<file path="config.mk">
export PLATFORM = sky130hd
export DESIGN_NAME = tccc_top
export DESIGN_NICKNAME = d
export VERILOG_FILES = /design/src/shared/tccc_pkg.sv /design/src/rtl/tccc_top.sv /design/src/rtl/tccc_prescaler.sv /design/src/rtl/tccc_edge_det.sv
export VERILOG_INCLUDE_DIRS = /design/src /design/src/shared
export SDC_FILE = /design/constraint.sdc
export NUM_CORES = 1
export LEC_CHECK = 0
export BUFFER_PORTS_ARGS = -buffer_cell sky130_fd_sc_hd__clkbuf_2
export CORE_MARGIN = 4
export CORE_UTILIZATION = 55
export DETAILED_ROUTE_END_ITERATION = 10
export PLACE_DENSITY = 0.74
export REMOVE_ABC_BUFFERS = 1
export SLEW_MARGIN = 0
export SYNTH_ARGS = -nofsm -noshare
export SYNTH_HDL_FRONTEND = slang
export SYNTH_SLANG_ARGS = --single-unit
</file>
<file path="constraint.sdc">
create_clock -name ref_clk -period 3.38 [get_ports ref_clk]
set_clock_uncertainty 0.05 [all_clocks]
set_input_delay 0.507 -clock ref_clk [delete_from_list [all_inputs] [get_ports ref_clk]]
set_output_delay 0.507 -clock ref_clk [all_outputs]
set_load 0.02 [all_outputs]
</file>
<file path="src/shared/tccc_cfg.svh">
// register offsets, field positions, reset values and sizes of the channel
`ifndef TCCC_CFG_SVH
`define TCCC_CFG_SVH

`define TCCC_ADDR_W 8
`define TCCC_DATA_W 16
`define TCCC_CNT_W 16
`define TCCC_DIV_W 12
`define TCCC_N_GR 4
`define TCCC_N_EXT 3

`define TCCC_OFS_CLK_SEL 8'h00
`define TCCC_OFS_CLR_CAP 8'h01
`define TCCC_OFS_AUX_CAP 8'h02
`define TCCC_OFS_COUNTER 8'h03
`define TCCC_OFS_GR_ONE 8'h04
`define TCCC_OFS_GR_TWO 8'h05
`define TCCC_OFS_GR_THREE 8'h06
`define TCCC_OFS_GR_FOUR 8'h07
`define TCCC_OFS_DCMP_TWO 8'h08
`define TCCC_OFS_DCMP_FOUR 8'h09
`define TCCC_OFS_STATUS 8'h0a

`define TCCC_EDGE_LSB 4
`define TCCC_SRC_LSB 0
`define TCCC_CLR_LSB 4
`define TCCC_CAP_HI_LSB 2
`define TCCC_CAP_LO_LSB 0

`define TCCC_CLK_SEL_ONES 2'b11
`define TCCC_CLR_CAP_ONES 1'b1
`define TCCC_AUX_CAP_ONES 4'hf

`define TCCC_SRC_RESET 4'h0
`define TCCC_EDGE_RESET 2'b00
`define TCCC_CLR_RESET 3'b000
`define TCCC_CAP_RESET 2'b00
`define TCCC_CNT_RESET 16'h0000
`define TCCC_GR_RESET 16'hffff
`define TCCC_EXT_SRC_BASE 4'hd

`define TCCC_CLR_NONE 3'b000
`define TCCC_CLR_GR_ONE 3'b100
`define TCCC_CLR_DCMP_TWO 3'b101
`define TCCC_CLR_GR_THREE 3'b110
`define TCCC_CLR_DCMP_FOUR 3'b111

`endif

</file>
<file path="src/shared/tccc_pkg.sv">
// types shared by the timer channel clock/clear/capture logic
`include "tccc_cfg.svh"
package tccc_pkg;
  typedef logic [`TCCC_ADDR_W-1:0] tccc_addr_t;
  typedef logic [`TCCC_DATA_W-1:0] tccc_data_t;
  typedef logic [`TCCC_CNT_W-1:0] tccc_cnt_t;
  typedef enum logic [1:0] {
    TCCC_CAP_OFF,
    TCCC_CAP_RISE,
    TCCC_CAP_FALL,
    TCCC_CAP_BOTH
  } tccc_cap_mode_t;
endpackage

</file>
<file path="src/rtl/tccc_top.sv">
// timer channel: clock source, counter clear and capture/compare control
//
// Contract
// (RULE_01) clock select register bits 7 and 6 always read as one.
// (RULE_02) edge field 00 rising, 01 falling, 10 both edges of external clock.
// (RULE_03) edge field ignored while an internal divided clock is chosen.
// (RULE_04) source codes 0000..1100 pick clk/1 up to clk/4096; reset clk/1.
// (RULE_05) codes 1101, 1110, 1111 pick external clock inputs one to three.
// (RULE_06) clear/capture register bit 7 always reads as one.
// (RULE_07) clear field 000, the reset value, never clears the counter.
// (RULE_08) clear codes 001..011 clear along with the paired timer's clear.
// (RULE_09) code 100 clears on general reg one event, 110 on reg three.
// (RULE_10) code 101 clears on dedicated two match, 111 on dedicated four.
// (RULE_11) general reg clear: match in compare use, capture in capture use.
// (RULE_12) general reg two field: 00 compare, 01 rise, 10 fall, 11 both.
// (RULE_13) general reg one field, bits 1:0: 00 compare, else capture edge.
// (RULE_14) aux capture register bits 7 to 4 always read as one.
// (RULE_15) general reg four field, aux bits 3:2: 00 compare, else capture.
// (RULE_16) general reg three field, aux bits 1:0: 00 compare, else capture.
// (RULE_17) reset zeroes all capture fields; non-zero field means capture use.
// (RULE_18) capture latches counter on valid edge; compare matches equality.
// (RULE_19) counter is 16 bits, whole-word read/write, zero after reset.
// (RULE_20) external edge code 11 counts on both edges.
`timescale 1ns/10ps
`include "tccc_cfg.svh"
module tccc_top #(
  parameter int CNT_W = `TCCC_CNT_W,
  parameter int DIV_W = `TCCC_DIV_W
) (
  input wire logic ref_clk,
  input wire logic rstn,
  input wire tccc_pkg::tccc_addr_t reg_addr,
  input wire tccc_pkg::tccc_data_t reg_wdata,
  input wire logic reg_wr,
  input wire logic reg_rd,
  output tccc_pkg::tccc_data_t reg_rdata,
  input wire logic ext_clock_in_one,
  input wire logic ext_clock_in_two,
  input wire logic ext_clock_in_three,
  input wire logic [`TCCC_N_GR-1:0] capture_in,
  input wire logic pair_clear_in,
  output logic [CNT_W-1:0] channel_counter_o,
  output logic [`TCCC_N_GR-1:0] cmp_match_o,
  output logic [1:0] dcmp_match_o,
  output logic [`TCCC_N_GR-1:0] capture_o,
  output logic counter_clear_o
);
  import tccc_pkg::*;

  localparam int NGR = `TCCC_N_GR;
  localparam int NEXT = `TCCC_N_EXT;

  ////////////////////////////////////////////////////////////////////////////
  // control fields

  logic [1:0] edge_sel_r;
  logic [3:0] clk_src_r;
  logic [2:0] clear_src_r;
  tccc_cap_mode_t cap_mode_r [NGR];
  logic [CNT_W-1:0] cnt_r;
  logic [CNT_W-1:0] gr_r [NGR];
  logic [CNT_W-1:0] dcmp_r [2];
  logic [7:0] status_r;

  logic wr_clk_sel;
  logic wr_clr_cap;
  logic wr_aux_cap;
  logic wr_cnt;
  logic wr_status;

  assign wr_clk_sel = reg_wr && (reg_addr == `TCCC_OFS_CLK_SEL);
  assign wr_clr_cap = reg_wr && (reg_addr == `TCCC_OFS_CLR_CAP);
  assign wr_aux_cap = reg_wr && (reg_addr == `TCCC_OFS_AUX_CAP);
  assign wr_cnt = reg_wr && (reg_addr == `TCCC_OFS_COUNTER);
  assign wr_status = reg_wr && (reg_addr == `TCCC_OFS_STATUS);

  always_ff @(posedge ref_clk) begin
    if (!rstn) begin
      edge_sel_r <= `TCCC_EDGE_RESET;
      clk_src_r <= `TCCC_SRC_RESET; // RULE_04
    end else if (wr_clk_sel) begin
      edge_sel_r <= reg_wdata[`TCCC_EDGE_LSB +: 2];
      clk_src_r <= reg_wdata[`TCCC_SRC_LSB +: 4];
    end
  end

  always_ff @(posedge ref_clk) begin
    if (!rstn) begin
      clear_src_r <= `TCCC_CLR_RESET; // RULE_07
    end else if (wr_clr_cap) begin
      clear_src_r <= reg_wdata[`TCCC_CLR_LSB +: 3];
    end
  end

  // general regs one/two live in the clear/capture register, three/four
  // in the aux register; both registers keep the hi pair in bits 3:2
  always_ff @(posedge ref_clk) begin
    if (!rstn) begin
      for (int i = 0; i < NGR; i++) begin
        cap_mode_r[i] <= tccc_cap_mode_t'(`TCCC_CAP_RESET); // RULE_17
      end
    end else begin
      if (wr_clr_cap) begin
        cap_mode_r[0] <= tccc_cap_mode_t'(
          reg_wdata[`TCCC_CAP_LO_LSB +: 2]); // RULE_13
        cap_mode_r[1] <= tccc_cap_mode_t'(
          reg_wdata[`TCCC_CAP_HI_LSB +: 2]); // RULE_12
      end
      if (wr_aux_cap) begin
        cap_mode_r[2] <= tccc_cap_mode_t'(
          reg_wdata[`TCCC_CAP_LO_LSB +: 2]); // RULE_16
        cap_mode_r[3] <= tccc_cap_mode_t'(
          reg_wdata[`TCCC_CAP_HI_LSB +: 2]); // RULE_15
      end
    end
  end

  ////////////////////////////////////////////////////////////////////////////
  // pin synchronisers and prescaler

  logic [DIV_W:0] tap_tick;
  logic [NEXT-1:0] ext_rise;
  logic [NEXT-1:0] ext_fall;
  logic [NGR-1:0] cap_rise;
  logic [NGR-1:0] cap_fall;

  tccc_prescaler #(
    .DIV_W(DIV_W)
  ) u_presc (
    .ref_clk(ref_clk),
    .rstn(rstn),
    .tap_tick(tap_tick)
  );

  tccc_edge_det #(
    .N(NEXT)
  ) u_ext_edge (
    .ref_clk(ref_clk),
    .rstn(rstn),
    .pin_in({ext_clock_in_three, ext_clock_in_two, ext_clock_in_one}),
    .rise(ext_rise),
    .fall(ext_fall)
  );

  tccc_edge_det #(
    .N(NGR)
  ) u_cap_edge (
    .ref_clk(ref_clk),
    .rstn(rstn),
    .pin_in(capture_in),
    .rise(cap_rise),
    .fall(cap_fall)
  );

  ////////////////////////////////////////////////////////////////////////////
  // count tick selection

  logic count_tick;
  logic [1:0] ext_idx;
  logic ext_hit;

  // internal codes would index past the three pins, so park them on pin one
  assign ext_idx = (clk_src_r < `TCCC_EXT_SRC_BASE) ? 2'b00 :
    2'(clk_src_r - `TCCC_EXT_SRC_BASE);

  always_comb begin
    ext_hit = 1'b0;
    unique case (edge_sel_r)
      2'b00: ext_hit = ext_rise[ext_idx]; // RULE_02
      2'b01: ext_hit = ext_fall[ext_idx]; // RULE_02
      // 11 is undefined; treat as both edges so counting stays predictable
      2'b10, 2'b11: ext_hit = ext_rise[ext_idx] | ext_fall[ext_idx]; // RULE_20
    endcase
  end

  always_comb begin
    if (clk_src_r < `TCCC_EXT_SRC_BASE) begin
      count_tick = tap_tick[clk_src_r]; // RULE_03 RULE_04
    end else begin
      count_tick = ext_hit; // RULE_05
    end
  end

  ////////////////////////////////////////////////////////////////////////////
  // general registers: capture or compare per register

  logic [NGR-1:0] cap_evt;
  logic [NGR-1:0] cmp_eq;
  logic [NGR-1:0] gr_event;
  logic [1:0] dcmp_eq;

  genvar g;
  generate
    for (g = 0; g < NGR; g++) begin : g_gr
      logic is_cap;
      logic [1:0] mode_bits;
      logic wr_gr;

      assign mode_bits = cap_mode_r[g];
      assign is_cap = (cap_mode_r[g] != TCCC_CAP_OFF); // RULE_17
      // bit 0 enables rising, bit 1 falling, both set gives both edges
      assign cap_evt[g] = is_cap && ((mode_bits[0] && cap_rise[g]) ||
        (mode_bits[1] && cap_fall[g])); // RULE_12 RULE_13 RULE_15 RULE_16
      assign cmp_eq[g] = !is_cap && (cnt_r == gr_r[g]); // RULE_18
      // compare clear happens on the tick that would leave the match value
      assign gr_event[g] = is_cap ? cap_evt[g] :
        (cmp_eq[g] && count_tick); // RULE_11
      assign wr_gr = reg_wr &&
        (reg_addr == `TCCC_ADDR_W'(`TCCC_OFS_GR_ONE + g));

      // a capture in the same cycle as a software write wins
      always_ff @(posedge ref_clk) begin
        if (!rstn) begin
          gr_r[g] <= `TCCC_GR_RESET;
        end else if (cap_evt[g]) begin
          gr_r[g] <= cnt_r; // RULE_18
        end else if (wr_gr) begin
          gr_r[g] <= reg_wdata[CNT_W-1:0];
        end
      end
    end
  endgenerate

  always_ff @(posedge ref_clk) begin
    if (!rstn) begin
      dcmp_r[0] <= `TCCC_GR_RESET;
      dcmp_r[1] <= `TCCC_GR_RESET;
    end else begin
      if (reg_wr && reg_addr == `TCCC_OFS_DCMP_TWO) begin
        dcmp_r[0] <= reg_wdata[CNT_W-1:0];
      end
      if (reg_wr && reg_addr == `TCCC_OFS_DCMP_FOUR) begin
        dcmp_r[1] <= reg_wdata[CNT_W-1:0];
      end
    end
  end

  assign dcmp_eq[0] = (cnt_r == dcmp_r[0]);
  assign dcmp_eq[1] = (cnt_r == dcmp_r[1]);

  ////////////////////////////////////////////////////////////////////////////
  // counter clear source and counter

  logic clear_now;

  always_comb begin
    unique case (clear_src_r)
      `TCCC_CLR_NONE: clear_now = 1'b0; // RULE_07
      `TCCC_CLR_GR_ONE: clear_now = gr_event[0]; // RULE_09
      `TCCC_CLR_DCMP_TWO: clear_now = dcmp_eq[0] && count_tick; // RULE_10
      `TCCC_CLR_GR_THREE: clear_now = gr_event[2]; // RULE_09
      `TCCC_CLR_DCMP_FOUR: clear_now = dcmp_eq[1] && count_tick; // RULE_10
      default: clear_now = pair_clear_in; // RULE_08
    endcase
  end

  // software write has priority so a written value is never lost
  always_ff @(posedge ref_clk) begin
    if (!rstn) begin
      cnt_r <= `TCCC_CNT_RESET; // RULE_19
    end else if (wr_cnt) begin
      cnt_r <= reg_wdata[CNT_W-1:0]; // RULE_19
    end else if (clear_now) begin
      cnt_r <= '0;
    end else if (count_tick) begin
      cnt_r <= cnt_r + 1'b1;
    end
  end

  ////////////////////////////////////////////////////////////////////////////
  // event status: sticky, write one to clear, a new event beats the clear

  // software polls these bits; the block itself raises no interrupt
  logic [7:0] status_set;

  assign status_set = {1'b0, counter_clear_o, dcmp_match_o,
    capture_o | cmp_match_o};

  always_ff @(posedge ref_clk) begin
    if (!rstn) begin
      status_r <= 8'h00;
    end else begin
      status_r <= (status_r & ~(wr_status ? reg_wdata[7:0] : 8'h00)) |
        status_set;
    end
  end

  ////////////////////////////////////////////////////////////////////////////
  // registered outputs

  always_ff @(posedge ref_clk) begin
    if (!rstn) begin
      cmp_match_o <= '0;
      dcmp_match_o <= '0;
      capture_o <= '0;
      counter_clear_o <= 1'b0;
    end else begin
      cmp_match_o <= cmp_eq; // RULE_18
      dcmp_match_o <= dcmp_eq;
      capture_o <= cap_evt;
      counter_clear_o <= clear_now;
    end
  end

  assign channel_counter_o = cnt_r;

  ////////////////////////////////////////////////////////////////////////////
  // register read, data one cycle after the strobe

  tccc_data_t rd_mux;

  always_comb begin
    rd_mux = '0;
    unique case (reg_addr)
      `TCCC_OFS_CLK_SEL: rd_mux = {8'h00, `TCCC_CLK_SEL_ONES,
        edge_sel_r, clk_src_r}; // RULE_01
      `TCCC_OFS_CLR_CAP: rd_mux = {8'h00, `TCCC_CLR_CAP_ONES, clear_src_r,
        2'(cap_mode_r[1]), 2'(cap_mode_r[0])}; // RULE_06
      `TCCC_OFS_AUX_CAP: rd_mux = {8'h00, `TCCC_AUX_CAP_ONES,
        2'(cap_mode_r[3]), 2'(cap_mode_r[2])}; // RULE_14
      `TCCC_OFS_COUNTER: rd_mux = cnt_r; // RULE_19
      `TCCC_OFS_GR_ONE: rd_mux = gr_r[0];
      `TCCC_OFS_GR_TWO: rd_mux = gr_r[1];
      `TCCC_OFS_GR_THREE: rd_mux = gr_r[2];
      `TCCC_OFS_GR_FOUR: rd_mux = gr_r[3];
      `TCCC_OFS_DCMP_TWO: rd_mux = dcmp_r[0];
      `TCCC_OFS_DCMP_FOUR: rd_mux = dcmp_r[1];
      `TCCC_OFS_STATUS: rd_mux = {8'h00, status_r};
      default: rd_mux = '0;
    endcase
  end

  always_ff @(posedge ref_clk) begin
    if (!rstn) begin
      reg_rdata <= '0;
    end else if (reg_rd) begin
      reg_rdata <= rd_mux;
    end else begin
      reg_rdata <= '0;
    end
  end
endmodule

</file>
<file path="src/rtl/tccc_prescaler.sv">
// free-running divider giving one-cycle ticks at clk/1 .. clk/2**DIV_W
`timescale 1ns/10ps
`include "tccc_cfg.svh"
module tccc_prescaler #(
  parameter int DIV_W = `TCCC_DIV_W
) (
  input wire logic ref_clk,
  input wire logic rstn,
  output logic [DIV_W:0] tap_tick
);
  import tccc_pkg::*;
  logic [DIV_W-1:0] div_r;

  always_ff @(posedge ref_clk) begin
    if (!rstn) begin
      div_r <= '0;
    end else begin
      div_r <= div_r + 1'b1;
    end
  end

  genvar k;
  generate
    for (k = 0; k <= DIV_W; k++) begin : g_tap
      if (k == 0) begin : g_full
        always_ff @(posedge ref_clk) begin
          tap_tick[k] <= rstn;
        end
      end else begin : g_div
        // tap k fires once every 2**k cycles
        always_ff @(posedge ref_clk) begin
          if (!rstn) begin
            tap_tick[k] <= 1'b0;
          end else begin
            tap_tick[k] <= &div_r[k-1:0];
          end
        end
      end
    end
  endgenerate
endmodule

</file>
<file path="src/rtl/tccc_edge_det.sv">
// two-flop synchroniser and edge detector for N pin inputs
`timescale 1ns/10ps
`include "tccc_cfg.svh"
module tccc_edge_det #(
  parameter int N = 1
) (
  input wire logic ref_clk,
  input wire logic rstn,
  input wire logic [N-1:0] pin_in,
  output logic [N-1:0] rise,
  output logic [N-1:0] fall
);
  import tccc_pkg::*;
  logic [N-1:0] meta_r;
  logic [N-1:0] sync_r;
  logic [N-1:0] prev_r;

  always_ff @(posedge ref_clk) begin
    if (!rstn) begin
      meta_r <= '0;
      sync_r <= '0;
      prev_r <= '0;
      rise <= '0;
      fall <= '0;
    end else begin
      meta_r <= pin_in;
      sync_r <= meta_r;
      prev_r <= sync_r;
      rise <= sync_r & ~prev_r;
      fall <= ~sync_r & prev_r;
    end
  end
endmodule

</file>
== Word-level counts from Yosys, hierarchy flattened ==
Memories as Yosys holds them, arrays and structs flattened.
Index checks and enable logic that the tools add are counted.
Widths: inputs -> output; s select.

* Register bits: 120
* RAM bits: 104
* Input bits: 36
* Output and inout bits: 43
* Logic and storage cells: 225
* Memories kept: 3

{| class="wikitable"
|+ Memory list
! memory !! words !! bits a word !! rd ports !! clocked after Yosys merged registers in !! wr ports !! RTL line !! text
|-
| gr_r || 4 || 16 || 4 || 0 || 4 || tccc_top.sv:61 || <nowiki>logic [CNT_W-1:0] gr_r [NGR];</nowiki>
|-
| dcmp_r || 2 || 16 || 2 || 0 || 2 || tccc_top.sv:62 || <nowiki>logic [CNT_W-1:0] dcmp_r [2];</nowiki>
|-
| cap_mode_r || 4 || 2 || 4 || 0 || 4 || tccc_top.sv:59 || <nowiki>tccc_cap_mode_t cap_mode_r [NGR];</nowiki>
|}

* Add/sub/neg operators: 3
* $lt $le $gt $ge: 3
* Eq/ne operators: 23
* Multiplexer cells: 72
* Bitwise gates (word level): 27
* Reductions and logical operators: 60

{| class="wikitable"
|+ Operator list
! operator !! number
|-
| $mux 16 || 13
|-
| $pmux 16 s11 || 1
|-
| $eq 16x16->1 || 6
|-
| $mux 1 || 47
|-
| $eq 8x3->1 const B || 4
|-
| $logic_and 1x1->1 || 31
|-
| $eq 8x4->1 const B || 3
|-
| $add 16x1->16 const B || 1
|-
| $eq 8x2->1 const B || 2
|-
| $or 1x1->1 || 15
|-
| $add 12x1->12 const B || 1
|-
| $eq 3x3->1 const B || 4
|-
| $reduce_and 12->1 || 1
|-
| $reduce_and 11->1 || 1
|-
| $mux 2 || 5
|-
| $reduce_and 10->1 || 1
|-
| $reduce_and 9->1 || 1
|-
| $and 4x4->4 || 2
|-
| $and 8x8->8 || 1
|-
| $eq 8x1->1 const B || 1
|-
| $logic_not 8->1 || 1
|-
| $mux 8 || 1
|-
| $not 4->4 || 2
|-
| $not 8->8 || 1
|-
| other kinds (28) || 42
|}

== Depth between registers and ports, before layout ==
Gate-level depths: netlist (run 1).

* Depth after elaboration: 12
* Depth in mapped cells: 11
* Gate-level depth less buffers: 9

== Cells and area by module ==
A second synthesis (run 1) with hierarchy kept.

* Cell total of the unflattened synthesis: 1,030
* Area, all modules: 10,841.6 um^2

{| class="wikitable"
|+ Modules (own cells, without submodules)
! module !! instances !! cells each !! area each (um^2) !! seq. area each (um^2)
|-
| tccc_top || 1 || 875 || 8,996.1 || 4,324.1
|-
| tccc_prescaler || 1 || 82 || 853.3 || 500.5
|-
| tccc_edge_det (u_cap_edge) || 1 || 42 || 558.0 || 400.4
|-
| tccc_edge_det (u_ext_edge) || 1 || 31 || 434.2 || 300.3
|}

== Worst setup path after synthesis (run 1) ==
No wires, ideal clock.

* Path kind: input-to-reg
* Start: in reg_addr[5]
* End: mem gr_r[1][0] in the netlist's numbering (enable)
* Library setup time: 0.375 ns
* Arrival: 2.479 ns
* Data required time: 2.955 ns
* Setup slack: 0.476 ns
* Cell stages on the path: 8
* Path buffers: 2
* Cells stage by stage: or4_1 clkbuf_1 inv_1 nand3_1 nor2_1 nand4_1 buf_2 nand3_1

{| class="wikitable"
|+ RTL lines
! element !! RTL line !! text
|-
| start, declared || tccc_top.sv:32 || <nowiki>input wire tccc_pkg::tccc_addr_t reg_addr,</nowiki>
|-
| end, declared || tccc_top.sv:61 ||
|}

== Worst setup path in the final report (run 1) ==
* Start: reg clk_src_r[1]
* End: reg cnt_r[13] (netlist: channel_counter_o[13])

* Cells in the longest elaborated chain, start to end: 12
* Elaborated cells on any way between the ends: 22
* Those cells by class: 1 x add/sub; 1 x order compare; 14 x mux; 1 x bitwise; 5 x reduce/logical

{| class="wikitable"
|+ Ends and longest elaborated chain
! element !! RTL line !! text
|-
| start, declared || tccc_top.sv:57 || <nowiki>logic [3:0] clk_src_r;</nowiki>
|-
| start signal, assigned || tccc_top.sv:80 || <nowiki>clk_src_r <= `TCCC_SRC_RESET;</nowiki>
|-
| start signal, assigned || tccc_top.sv:83 || <nowiki>clk_src_r <= reg_wdata[`TCCC_SRC_LSB +: 4];</nowiki>
|-
| $lt 4x4->1 (no source line) or $sub 2x1->2 (tied branches) || n/a ||
|-
| $mux 2 || tccc_top.sv:163 || <nowiki>assign ext_idx = (clk_src_r < `TCCC_EXT_SRC_BASE) ? 2'b00 :</nowiki>
|-
| $bmux 1 s2, on equally long branches || tccc_top.sv:169, tccc_top.sv:172, tccc_top.sv:170 ||
|-
| $mux 1, on equally long branches || tccc_top.sv:169, tccc_top.sv:172, tccc_top.sv:170 ||
|-
| $or 1x1->1 || tccc_top.sv:172 || <nowiki>2'b10, 2'b11: ext_hit = ext_rise[ext_idx] | ext_fall[ext_idx];</nowiki>
|-
| $pmux 1 s3 || tccc_top.sv:168 || <nowiki>unique case (edge_sel_r)</nowiki>
|-
| $mux 1 * || tccc_top.sv:177 || <nowiki>if (clk_src_r < `TCCC_EXT_SRC_BASE) begin</nowiki>
|-
| $logic_and 1x1->1 || tccc_top.sv:207 || <nowiki>(cmp_eq[g] && count_tick);</nowiki>
|-
| $mux 1 || tccc_top.sv:206 || <nowiki>assign gr_event[g] = is_cap ? cap_evt[g] :</nowiki>
|-
| $pmux 1 s5 || tccc_top.sv:247 || <nowiki>unique case (clear_src_r)</nowiki>
|-
| $mux 16 || tccc_top.sv:263 || <nowiki>end else if (clear_now) begin</nowiki>
|-
| $mux 16 || tccc_top.sv:261 || <nowiki>end else if (wr_cnt) begin</nowiki>
|-
| end signal, assigned || tccc_top.sv:260 || <nowiki>cnt_r <= `TCCC_CNT_RESET;</nowiki>
|-
| end signal, assigned || tccc_top.sv:262 || <nowiki>cnt_r <= reg_wdata[CNT_W-1:0];</nowiki>
|-
| end signal, assigned || tccc_top.sv:266 || <nowiki>cnt_r <= cnt_r + 1'b1;</nowiki>
|-
| end, declared || tccc_top.sv:60 || <nowiki>logic [CNT_W-1:0] cnt_r;</nowiki>
|}

Every way passes the cells marked *; elsewhere a longest branch is shown, timed or not. The select of a mux whose other input is x is not followed.
A chain may end at the register's enable or synchronous reset.

==> results of run 1 <==
[logic make-up after synthesis]
group,after synthesis
xor gates and xnor gates,104
and+or+nand+nor,349
adders and majority gates,6
DFF,224
buffers and inverters,99
AOI/OAI and AO/OA,203
muxes,24
[cells in the mapped netlist, types with 3 or more instances]
| master | instances | area [um2] |
|---|---|---|
| dfxtp_1 | 120 | 2400 |
| edfxtp_1 | 104 | 3120 |
| nor2_1 | 81 | 304 |
| nand2_1 | 80 | 300 |
| xor2_1 | 61 | 534 |
| and2_1 | 47 | 294 |
| clkbuf_1 | 43 | 161 |
| xnor2_1 | 43 | 377 |
| a21oi_1 | 37 | 185 |
| a22oi_1 | 34 | 255 |
| o22a_1 | 30 | 263 |
| nand3_1 | 24 | 120 |
| buf_2 | 22 | 110 |
| nand2b_1 | 22 | 138 |
| nand4_1 | 22 | 138 |
| o22ai_1 | 19 | 119 |
| inv_1 | 18 | 67.6 |
| nor4_1 | 16 | 100 |
| and3_1 | 13 | 81.3 |
| mux2i_1 | 12 | 120 |
| nor2b_1 | 12 | 75.1 |
| o21ai_0 | 12 | 60.1 |
| a32oi_1 | 11 | 96.3 |
| o211ai_1 | 10 | 75.1 |
| mux4_2 | 9 | 203 |
| nor3_1 | 9 | 45.0 |
| a41oi_1 | 7 | 61.3 |
| buf_6 | 7 | 78.8 |
| buf_1 | 6 | 22.5 |
| ha_1 | 6 | 75.1 |
| a211oi_1 | 5 | 37.5 |
| a221oi_1 | 5 | 43.8 |
| a31oi_1 | 5 | 31.3 |
| a222oi_1 | 4 | 40.0 |
| a22o_1 | 4 | 35.0 |
| nor3_2 | 4 | 40.0 |
| or3_1 | 4 | 25.0 |
| a2111oi_0 | 3 | 26.3 |
| mux2_2 | 3 | 33.8 |
| nor4_2 | 3 | 37.5 |
| o311ai_1 | 3 | 26.3 |
[worst max-delay path: cells and delay by family, from the launching register on]
kind	cells	cell delay (ns)
DFF	1	0.53
adders and majority gates	1	0.33
AOI/OAI and AO/OA	4	1.40
and+or+nand+nor	1	0.53
buffers and inverters	1	0.12
[metrics by stage]
stage / instances / hold slack (ns)
2_1_floorplan: 930 / 0.332
3_3_place_gp: 1326 / 0.341
3_5_place_dp: 1326 / 0.341
4_1_cts: 1370 / 0.125
5_1_grt: 1370 / 0.131
6_report: 1370 / 0.132
[cell type report]
| cell class | instances | area [um2] |
|---|---|---|
| fill | 1551 | 6750 |
| sequential | 224 | 5530 |
| multi-input combinational | 686 | 4660 |
| timing repair buffer | 136 | 838 |
| clock buffer | 33 | 654 |
| tap | 260 | 325 |
| inverter | 20 | 75.1 |
| clock inverter | 11 | 66.3 |
[flip-flops by register name (all words and copies together), names as in the netlist, 3 cells and up]
| signal | count |
|---|---|
| u_cap_edge.meta_r | 4 |
| cap_mode_r | 8 |
| u_cap_edge.sync_r | 4 |
| u_ext_edge.prev_r | 3 |
| channel_counter_o | 16 |
| u_cap_edge.rise | 4 |
| gr_r | 64 |
| u_ext_edge.sync_r | 3 |
| u_cap_edge.prev_r | 4 |
| cmp_match_o | 4 |
| capture_o | 4 |
| reg_rdata | 16 |
| status_r | 8 |
| u_ext_edge.rise | 3 |
| clk_src_r | 4 |
| clear_src_r | 3 |
| u_presc.div_r | 12 |
| u_cap_edge.fall | 4 |
| u_ext_edge.meta_r | 3 |
| dcmp_r | 32 |
| u_ext_edge.fall | 3 |
| u_presc.tap_tick | 13 |
[worst paths after layout]
path | end | slack (ns) | cells past startpoint
max | channel_counter_o[13] | 0.26 | 7
min | u_cap_edge.meta_r[1] | 0.13 | 2
max reg2reg | channel_counter_o[13] | 0.26 | 7
min reg2reg | u_ext_edge.fall[0] | 0.35 | 1
[power by group]
group | switching (W) | total (W) | internal, W
Combinational | 0.000251 | 0.000398 | 0.000148
Sequential | 0.0000643 | 0.00296 | 0.00290
Clock | 0.00107 | 0.00243 | 0.00136
Total | 0.00139 | 0.00579 | 0.00440
[layer usage]
| metal | up-vias | routed length (um) |
|---|---|---|
| li1 | 3860 | - |
| met1 | 4094 | 12400 |
| met2 | 652 | 13800 |
| met3 | 92 | 4880 |
| met4 | 2 | 1090 |
| met5 | - | 13 |
[cell usage in the layout, fill, tap and decap left out, types with 4 or more instances in the layout]
master | synthesis | final
nand4_1 | 22 | 22
clkinv_2 | 0 | 5
a22o_1 | 4 | 4
nand3_1 | 24 | 24
clkbuf_1 | 43 | 7
o22a_1 | 30 | 30
clkinv_1 | 1 | 4
a31oi_1 | 5 | 5
a41oi_1 | 7 | 7
edfxtp_1 | 104 | 104
a22oi_1 | 34 | 34
clkbuf_2 | 0 | 78
a211oi_1 | 5 | 5
mux2i_1 | 12 | 12
ha_1 | 6 | 6
dfxtp_1 | 120 | 120
nor2b_1 | 12 | 12
xnor2_1 | 43 | 43
xor2_1 | 61 | 61
a32oi_1 | 11 | 11
and3_1 | 13 | 13
mux4_2 | 9 | 9
and2_1 | 47 | 47
or3_1 | 4 | 4
a222oi_1 | 4 | 4
buf_4 | 1 | 57
nand2b_1 | 22 | 22
inv_1 | 18 | 18
a221oi_1 | 5 | 5
nand2_1 | 80 | 80
o211ai_1 | 10 | 10
o21ai_0 | 12 | 12
a21oi_1 | 37 | 37
nor3_2 | 4 | 4
clkbuf_16 | 0 | 24
nor3_1 | 9 | 9
o22ai_1 | 19 | 19
nor4_1 | 16 | 16
nor2_1 | 81 | 81
==> summary.md, run 1 <==
| Metric | Value |
|---|---|
| GR met1 Demand/Resource | 0.418 |
| Initial core utilization | 0.563 |
| Syn. warnings | 0 |
| Post-Synthesis Cells | 1009 |
| Die Y | 147 um |
| Average routed wire per standard cell | approximately 23 um |
| Crit-path max FO | 14 |
| Slowest stage delay, CP | 0.53 ns |
| Largest family of logic cells by synthesized area | simple AND/OR/NAND/NOR gates |
| Setup_tns | 0 ns |
| Mux contribution to synthesized area | 0.0335 |
| Via count | 8700 |
| Crit path launch type | register |
| CTS hold repair buffers | 0 |
| Status | complete, no violations |
| Kind of critical path | reg2reg |
| Max-Cap Viols | 0 |
| Share of layout cells above drive strength 1 | 0.179 |
| Synth async-reset ratio | 0 |
| Final HPWL DP | about 23 mm |
| Sink Count | around 220 |
| Core Box Area | 0.0189 mm2 |
| First-pass GRT wire length | 48.6 mm |
| Total congestion overflow | 0 |
| Placed instance area | 0.0114 mm2 |
| Critical path's slowest cell | dfxtp_1 |
| Pre-CTS setup slack | between 0.2 and 0.3 ns |
| Max Fclk | 0.321 GHz |
| Post-synthesis sequential area ratio | 0.519 |
| Required @ worst endpoint | 3.71 ns |
| Post-route DRC | 0 |
| Count of cell types in the netlist | 66 |
| PD cells | 477 mW/mm2 |
| HP Class | in2reg |
| Synth Area in Adders | 0.00705 |
| Pins Over Slew Limit | 0 |
| GR Layer Usage met3 | 0.0842 |
| Setup Fix Bufs, Post-CTS | 0 |
| Root buf cell | clkbuf_16 |
| Total power | just under 0.006 W |
| Actual slew at the worst max-slew pin | 1.13 ns |
| Start of the worst register-to-register path | clk_src_r[1] |
| Number of global-route vias before repair | 8277 |
| ANT cells | 0 |
| Initial antenna violation count | 1 |
| Mean Syn Cell Area | 10.5 um2 |
| VDD IR max | slightly above 0.4 mV |
| All-Layer GR Usage | 0.291 |
| Number of synthesized register bits | 224 |
| Vias/cell | 6.35 |
| Clock slew seen by the registers of the worst setup and hold paths | 0.06 ns |
| Final Cell Area | 0.0121 mm2 |
| CP Capture Type | register |
| Period utilisation layout | 0.922 |
| Post-Syn Area | between 0.01 and 0.015 mm2 |
| Clock buffer depth | 3 |
| Final WS setup | around 0.26 ns |
| Layout area overhead | 14.1% |
| Clk Latency, worst-skew pair | 0.53 ns |
| RSZ-0062 raised after global routing | false |
| H-tree depth | 1 |
| WL final | ~32 mm |
| Final ANT Viol Nets | 0 |
| Fin util | 0.643 |
| Post-synth EDFFs | about 100 |
| IO buf count | 78 |
| Final hold viol count | 0 |
| Post-synthesis simple-gate area fraction | 0.170 |
| Num CTS Buffers | 24 |
| Setup violators final | 0 |
| First-pass DRT Iterations | 5 |
| IO Pins | 79 |
| Worst path arrival time | roughly 3.5 ns |
| GR Util met2 | 0.427 |
| CTS tree | built |
| Die area | 0.0216 mm2 |
| XOR/XNOR share of the synthesized area | 0.0856 |
| Final nets | 1134 |
| Gr busiest metal | met2 |
| P_leak | 4.18 nW |
| HP Start | capture_in[1] |
| Gpl congestion | 0.963 |
| Rel. slew slack | 0.243 |
| Compound-cell area share of the yosys netlist | 0.142 |
| Post-CTS resize count | 0 |
| Die Wd | between 100 and 150 um |
| DR iter-0 viols | 1156 |
| Crit-path cells | inv_1 > ha_1 > or4_4 > a311oi_4 > o311ai_2 > a32oi_1 > o311ai_1 |
| Ys flop type | dfxtp_1 |
| Largest net degree at the start of global routing | 88 |
| Tmin final | 3.12 ns |
| Crit path launch | clk_src_r[1] |
| Standard-cell rows | 50 |
Note: power is estimated with default switching activity, not from simulation.
==> run 2, diff against run 1 <==
--- a/config.mk
+++ b/config.mk
@@ -15,4 +15,5 @@
 export SLEW_MARGIN = 0
 export SYNTH_ARGS = -nofsm -noshare
 export SYNTH_HDL_FRONTEND = slang
+export SYNTH_HIERARCHICAL = 1
 export SYNTH_SLANG_ARGS = --single-unit
==> run 2 against run 1 <==
Net effect: first-iteration DRC count shrank 30%; largest power group unchanged; clock power about the same; final cell count is 0.22% higher; via count down 1.3%; largest cell class unchanged; clock-buffer cell count grew 2; sequential cell count is the same; critical path type unchanged; combinational power grew 22%.
==> summary.md, run 2 <==
| Metric | Value |
|---|---|
| CTS hold repair buffers | 0 |
| Max Fclk | 0.332 GHz |
| IO Pins | 79 |
| Standard-cell rows | 51 |
| RSZ-0062 raised after global routing | false |
| PD cells | 479 mW/mm2 |
| Final ANT Viol Nets | 0 |
| Pins Over Slew Limit | 0 |
| Number of global-route vias before repair | just over 8000 |
| Initial core utilization | 0.559 |
| Fin util | 0.635 |
| Root buf cell | clkbuf_16 |
| Clock buffer depth | 3 |
| Initial antenna violation count | 0 |
| P_leak | 4.36 nW |
| First-pass DRT Iterations | 5 |
| Via count | about 8600 |
| Layout area overhead | 13.6% |
| Post-synth top area share | 0.288 |
| Max-Cap Viols | 0 |
| First-pass GRT wire length | 48.5 mm |
| Required @ worst endpoint | around 3.7 ns |
| Setup violators final | 0 |
| Largest registers | gr_r: 64 flops, dcmp_r: 32 flops |
| Largest net degree at the start of global routing | 59 |
| Final hold viol count | 0 |
| Die Y | 148 um |
| Status | complete, no violations |
| Final nets | 1135 |
| Start of the worst register-to-register path | clk_src_r[0] |
| IO buf count | 78 |
| Vias/cell | 6.25 |
| Tmin final | 3.01 ns |
| Crit-path max FO | 20 |
| Number of synthesized register bits | approximately 220 |
| Fill cell count | 1562 |
| Period utilisation layout | 0.891 |
| VDD IR max | 0.285 mV |
| Die Wd | 148 um |
| Clock slew seen by the registers of the worst setup and hold paths | about 0.060 ns |
| Most frequent cells after synthesis | dfxtp_1, edfxtp_1, nand2_1 |
| Num CTS Buffers | 25 |
| Share of layout cells above drive strength 1 | 0.184 |
| Ys flop type | dfxtp_1 |
| Kind of critical path | reg2reg |
| Post-CTS resize count | 0 |
| Most common cell after layout, fill and taps aside | dfxtp_1 |
| Max reg flops | between 60 and 70 |
| HP Start | ext_clock_in_two |
| Slowest stage delay, CP | 0.61 ns |
| CP Capture Type | register |
| Die area | 0.0220 mm2 |
| Post-Syn Area | roughly 0.011 mm2 |
| Core Box Area | roughly 0.019 mm2 |
| Mean Syn Cell Area | 10.5 um2 |
| Synth async-reset ratio | 0 |
| Total congestion overflow | 0 |
| Clk Latency, worst-skew pair | roughly 0.52 ns |
| HP Class | in2reg |
| Rel. slew slack | 0.442 |
| Post-synthesis sequential area ratio | 0.510 |
| Actual slew at the worst max-slew pin | 0.833 ns |
| Worst path arrival time | approximately 3.4 ns |
| Highest-count cells in the layout ignoring fill and taps | dfxtp_1, edfxtp_1, clkbuf_2 |
| Post-synth EDFFs | ~100 |
| Cell taking the most area after synthesis | edfxtp_1 |
| DR iter-0 viols | roughly 800 |
| Most frequent cell after synthesis | dfxtp_1 |
| Crit-path cells | mux4_2 > mux4_2 > a21boi_1 > buf_4 > a31o_1 > buf_4 > a21o_1 > a21oi_1 |
| CTS tree | built |
| Post-route DRC | 0 |
| Post-Synthesis Cells | 1030 |
| Biggest register | gr_r |
| Crit path launch | clk_src_r[0] |
| Final HPWL DP | 22.5 mm |
| All-Layer GR Usage | 0.285 |
| Syn. warnings | 6 |
| ANT cells | 0 |
| Setup Fix Bufs, Post-CTS | 0 |
| Count of cell types in the netlist | 58 |
| Average routed wire per standard cell | 23.0 um |
| Gpl congestion | approximately 0.96 |
| H-tree depth | 1 |
| Top post-synthesis cells by area | edfxtp_1, dfxtp_1, mux4_2 |
| Sink Count | 224 |
| Crit path launch type | register |
| Setup_tns | 0 ns |
| Critical path's slowest cell | dfxtp_1 |
| WL final | 31.5 mm |
run 2: cell types whose count changed after synthesis, moves of 11 or more:
cell and change:
a21o_1 +11, buf_2 -16, nor2_1 -18, o21ai_0 +21
and3b_1 +11, o22a_1 +19, mux4_2 +11, a21oi_1 +21
a22oi_1 -21, clkbuf_1 +24
run 2: final timing paths:
kind / to / slack (ns) / depth (start not counted)
hold reg to reg: u_cap_edge/sync_r[2] / 0.38 / 1
setup reg to reg: channel_counter_o[15] / 0.37 / 8
hold / removal: u_ext_edge/meta_r[1] / 0.14 / 2
setup / recovery: channel_counter_o[15] / 0.37 / 8
run 2: area by class of cell:
cell class / instances / area (um2) / share of cell area
timing repair buffer: 125 / 768 / 0.0624
multi-input combinational: 695 / 4880 / 0.396
sequential: 224 / 5530 / 0.449
tap: 265 / 332 / 0.0269
clock inverter: 7 / 45.0 / 0.00366
clock buffer: 35 / 683 / 0.0555
inverter: 22 / 82.6 / 0.00670
run 2: cells by family (layout without fill, tap and decap cells):
group,count (synthesis),count (layout),synth area share
adder cells (fa/ha/maj),6,6,0.00692
flip-flops,224,224,0.510
AO/OA/AOI/OAI,218,218,0.135
AND/OR/NAND/NOR,320,320,0.156
multiplexers,49,49,0.0692
XOR/XNOR,102,102,0.0824
buffers and inverters,111,189,0.0406
run 2: power breakdown:
part	switching [W]	internal [W]	total, W	leakage (nW)
registers	0.0000697	0.00290	0.00297	1.84
logic	0.000301	0.000183	0.000484	2.16
clock network	0.00104	0.00140	0.00245	0.356
total	0.00141	0.00449	0.00590	4.36
run 2: routing by layer:
| layer | GRT usage | routed length [um] | vias to the layer above |
|---|---|---|---|
| met5 | 0 | 0 | - |
| met4 | 0.101 | 1080 | 0 |
| met3 | 0.0707 | 4040 | 73 |
| met2 | 0.424 | 13800 | 545 |
| met1 | 0.409 | 12600 | 4117 |
| li1 | - | - | 3850 |
run 2: worst max-delay path, delay by kind of cell, from the launching register on:
| family | cells | cell delay [ns] |
|---|---|---|
| multiplexers | 2 | 1.03 |
| flip-flops | 1 | 0.61 |
| AO/OA/AOI/OAI | 4 | 0.78 |
| buffers and inverters | 2 | 0.41 |
run 2: per-stage QoR:
step	total power [W]	hold WS [ns]	instances	worst slack [ns]	area [um2]
5_1_grt	0.00608	0.147	1373	0.202	12300
3_5_place_dp	0.00350	0.369	1331	0.434	11600
6_report	0.00590	0.136	1373	0.367	12300
4_1_cts	0.00592	0.123	1373	0.376	12300
3_3_place_gp	0.00349	0.368	1331	0.475	11600
2_1_floorplan	0.00326	0.362	941	0.122	10500
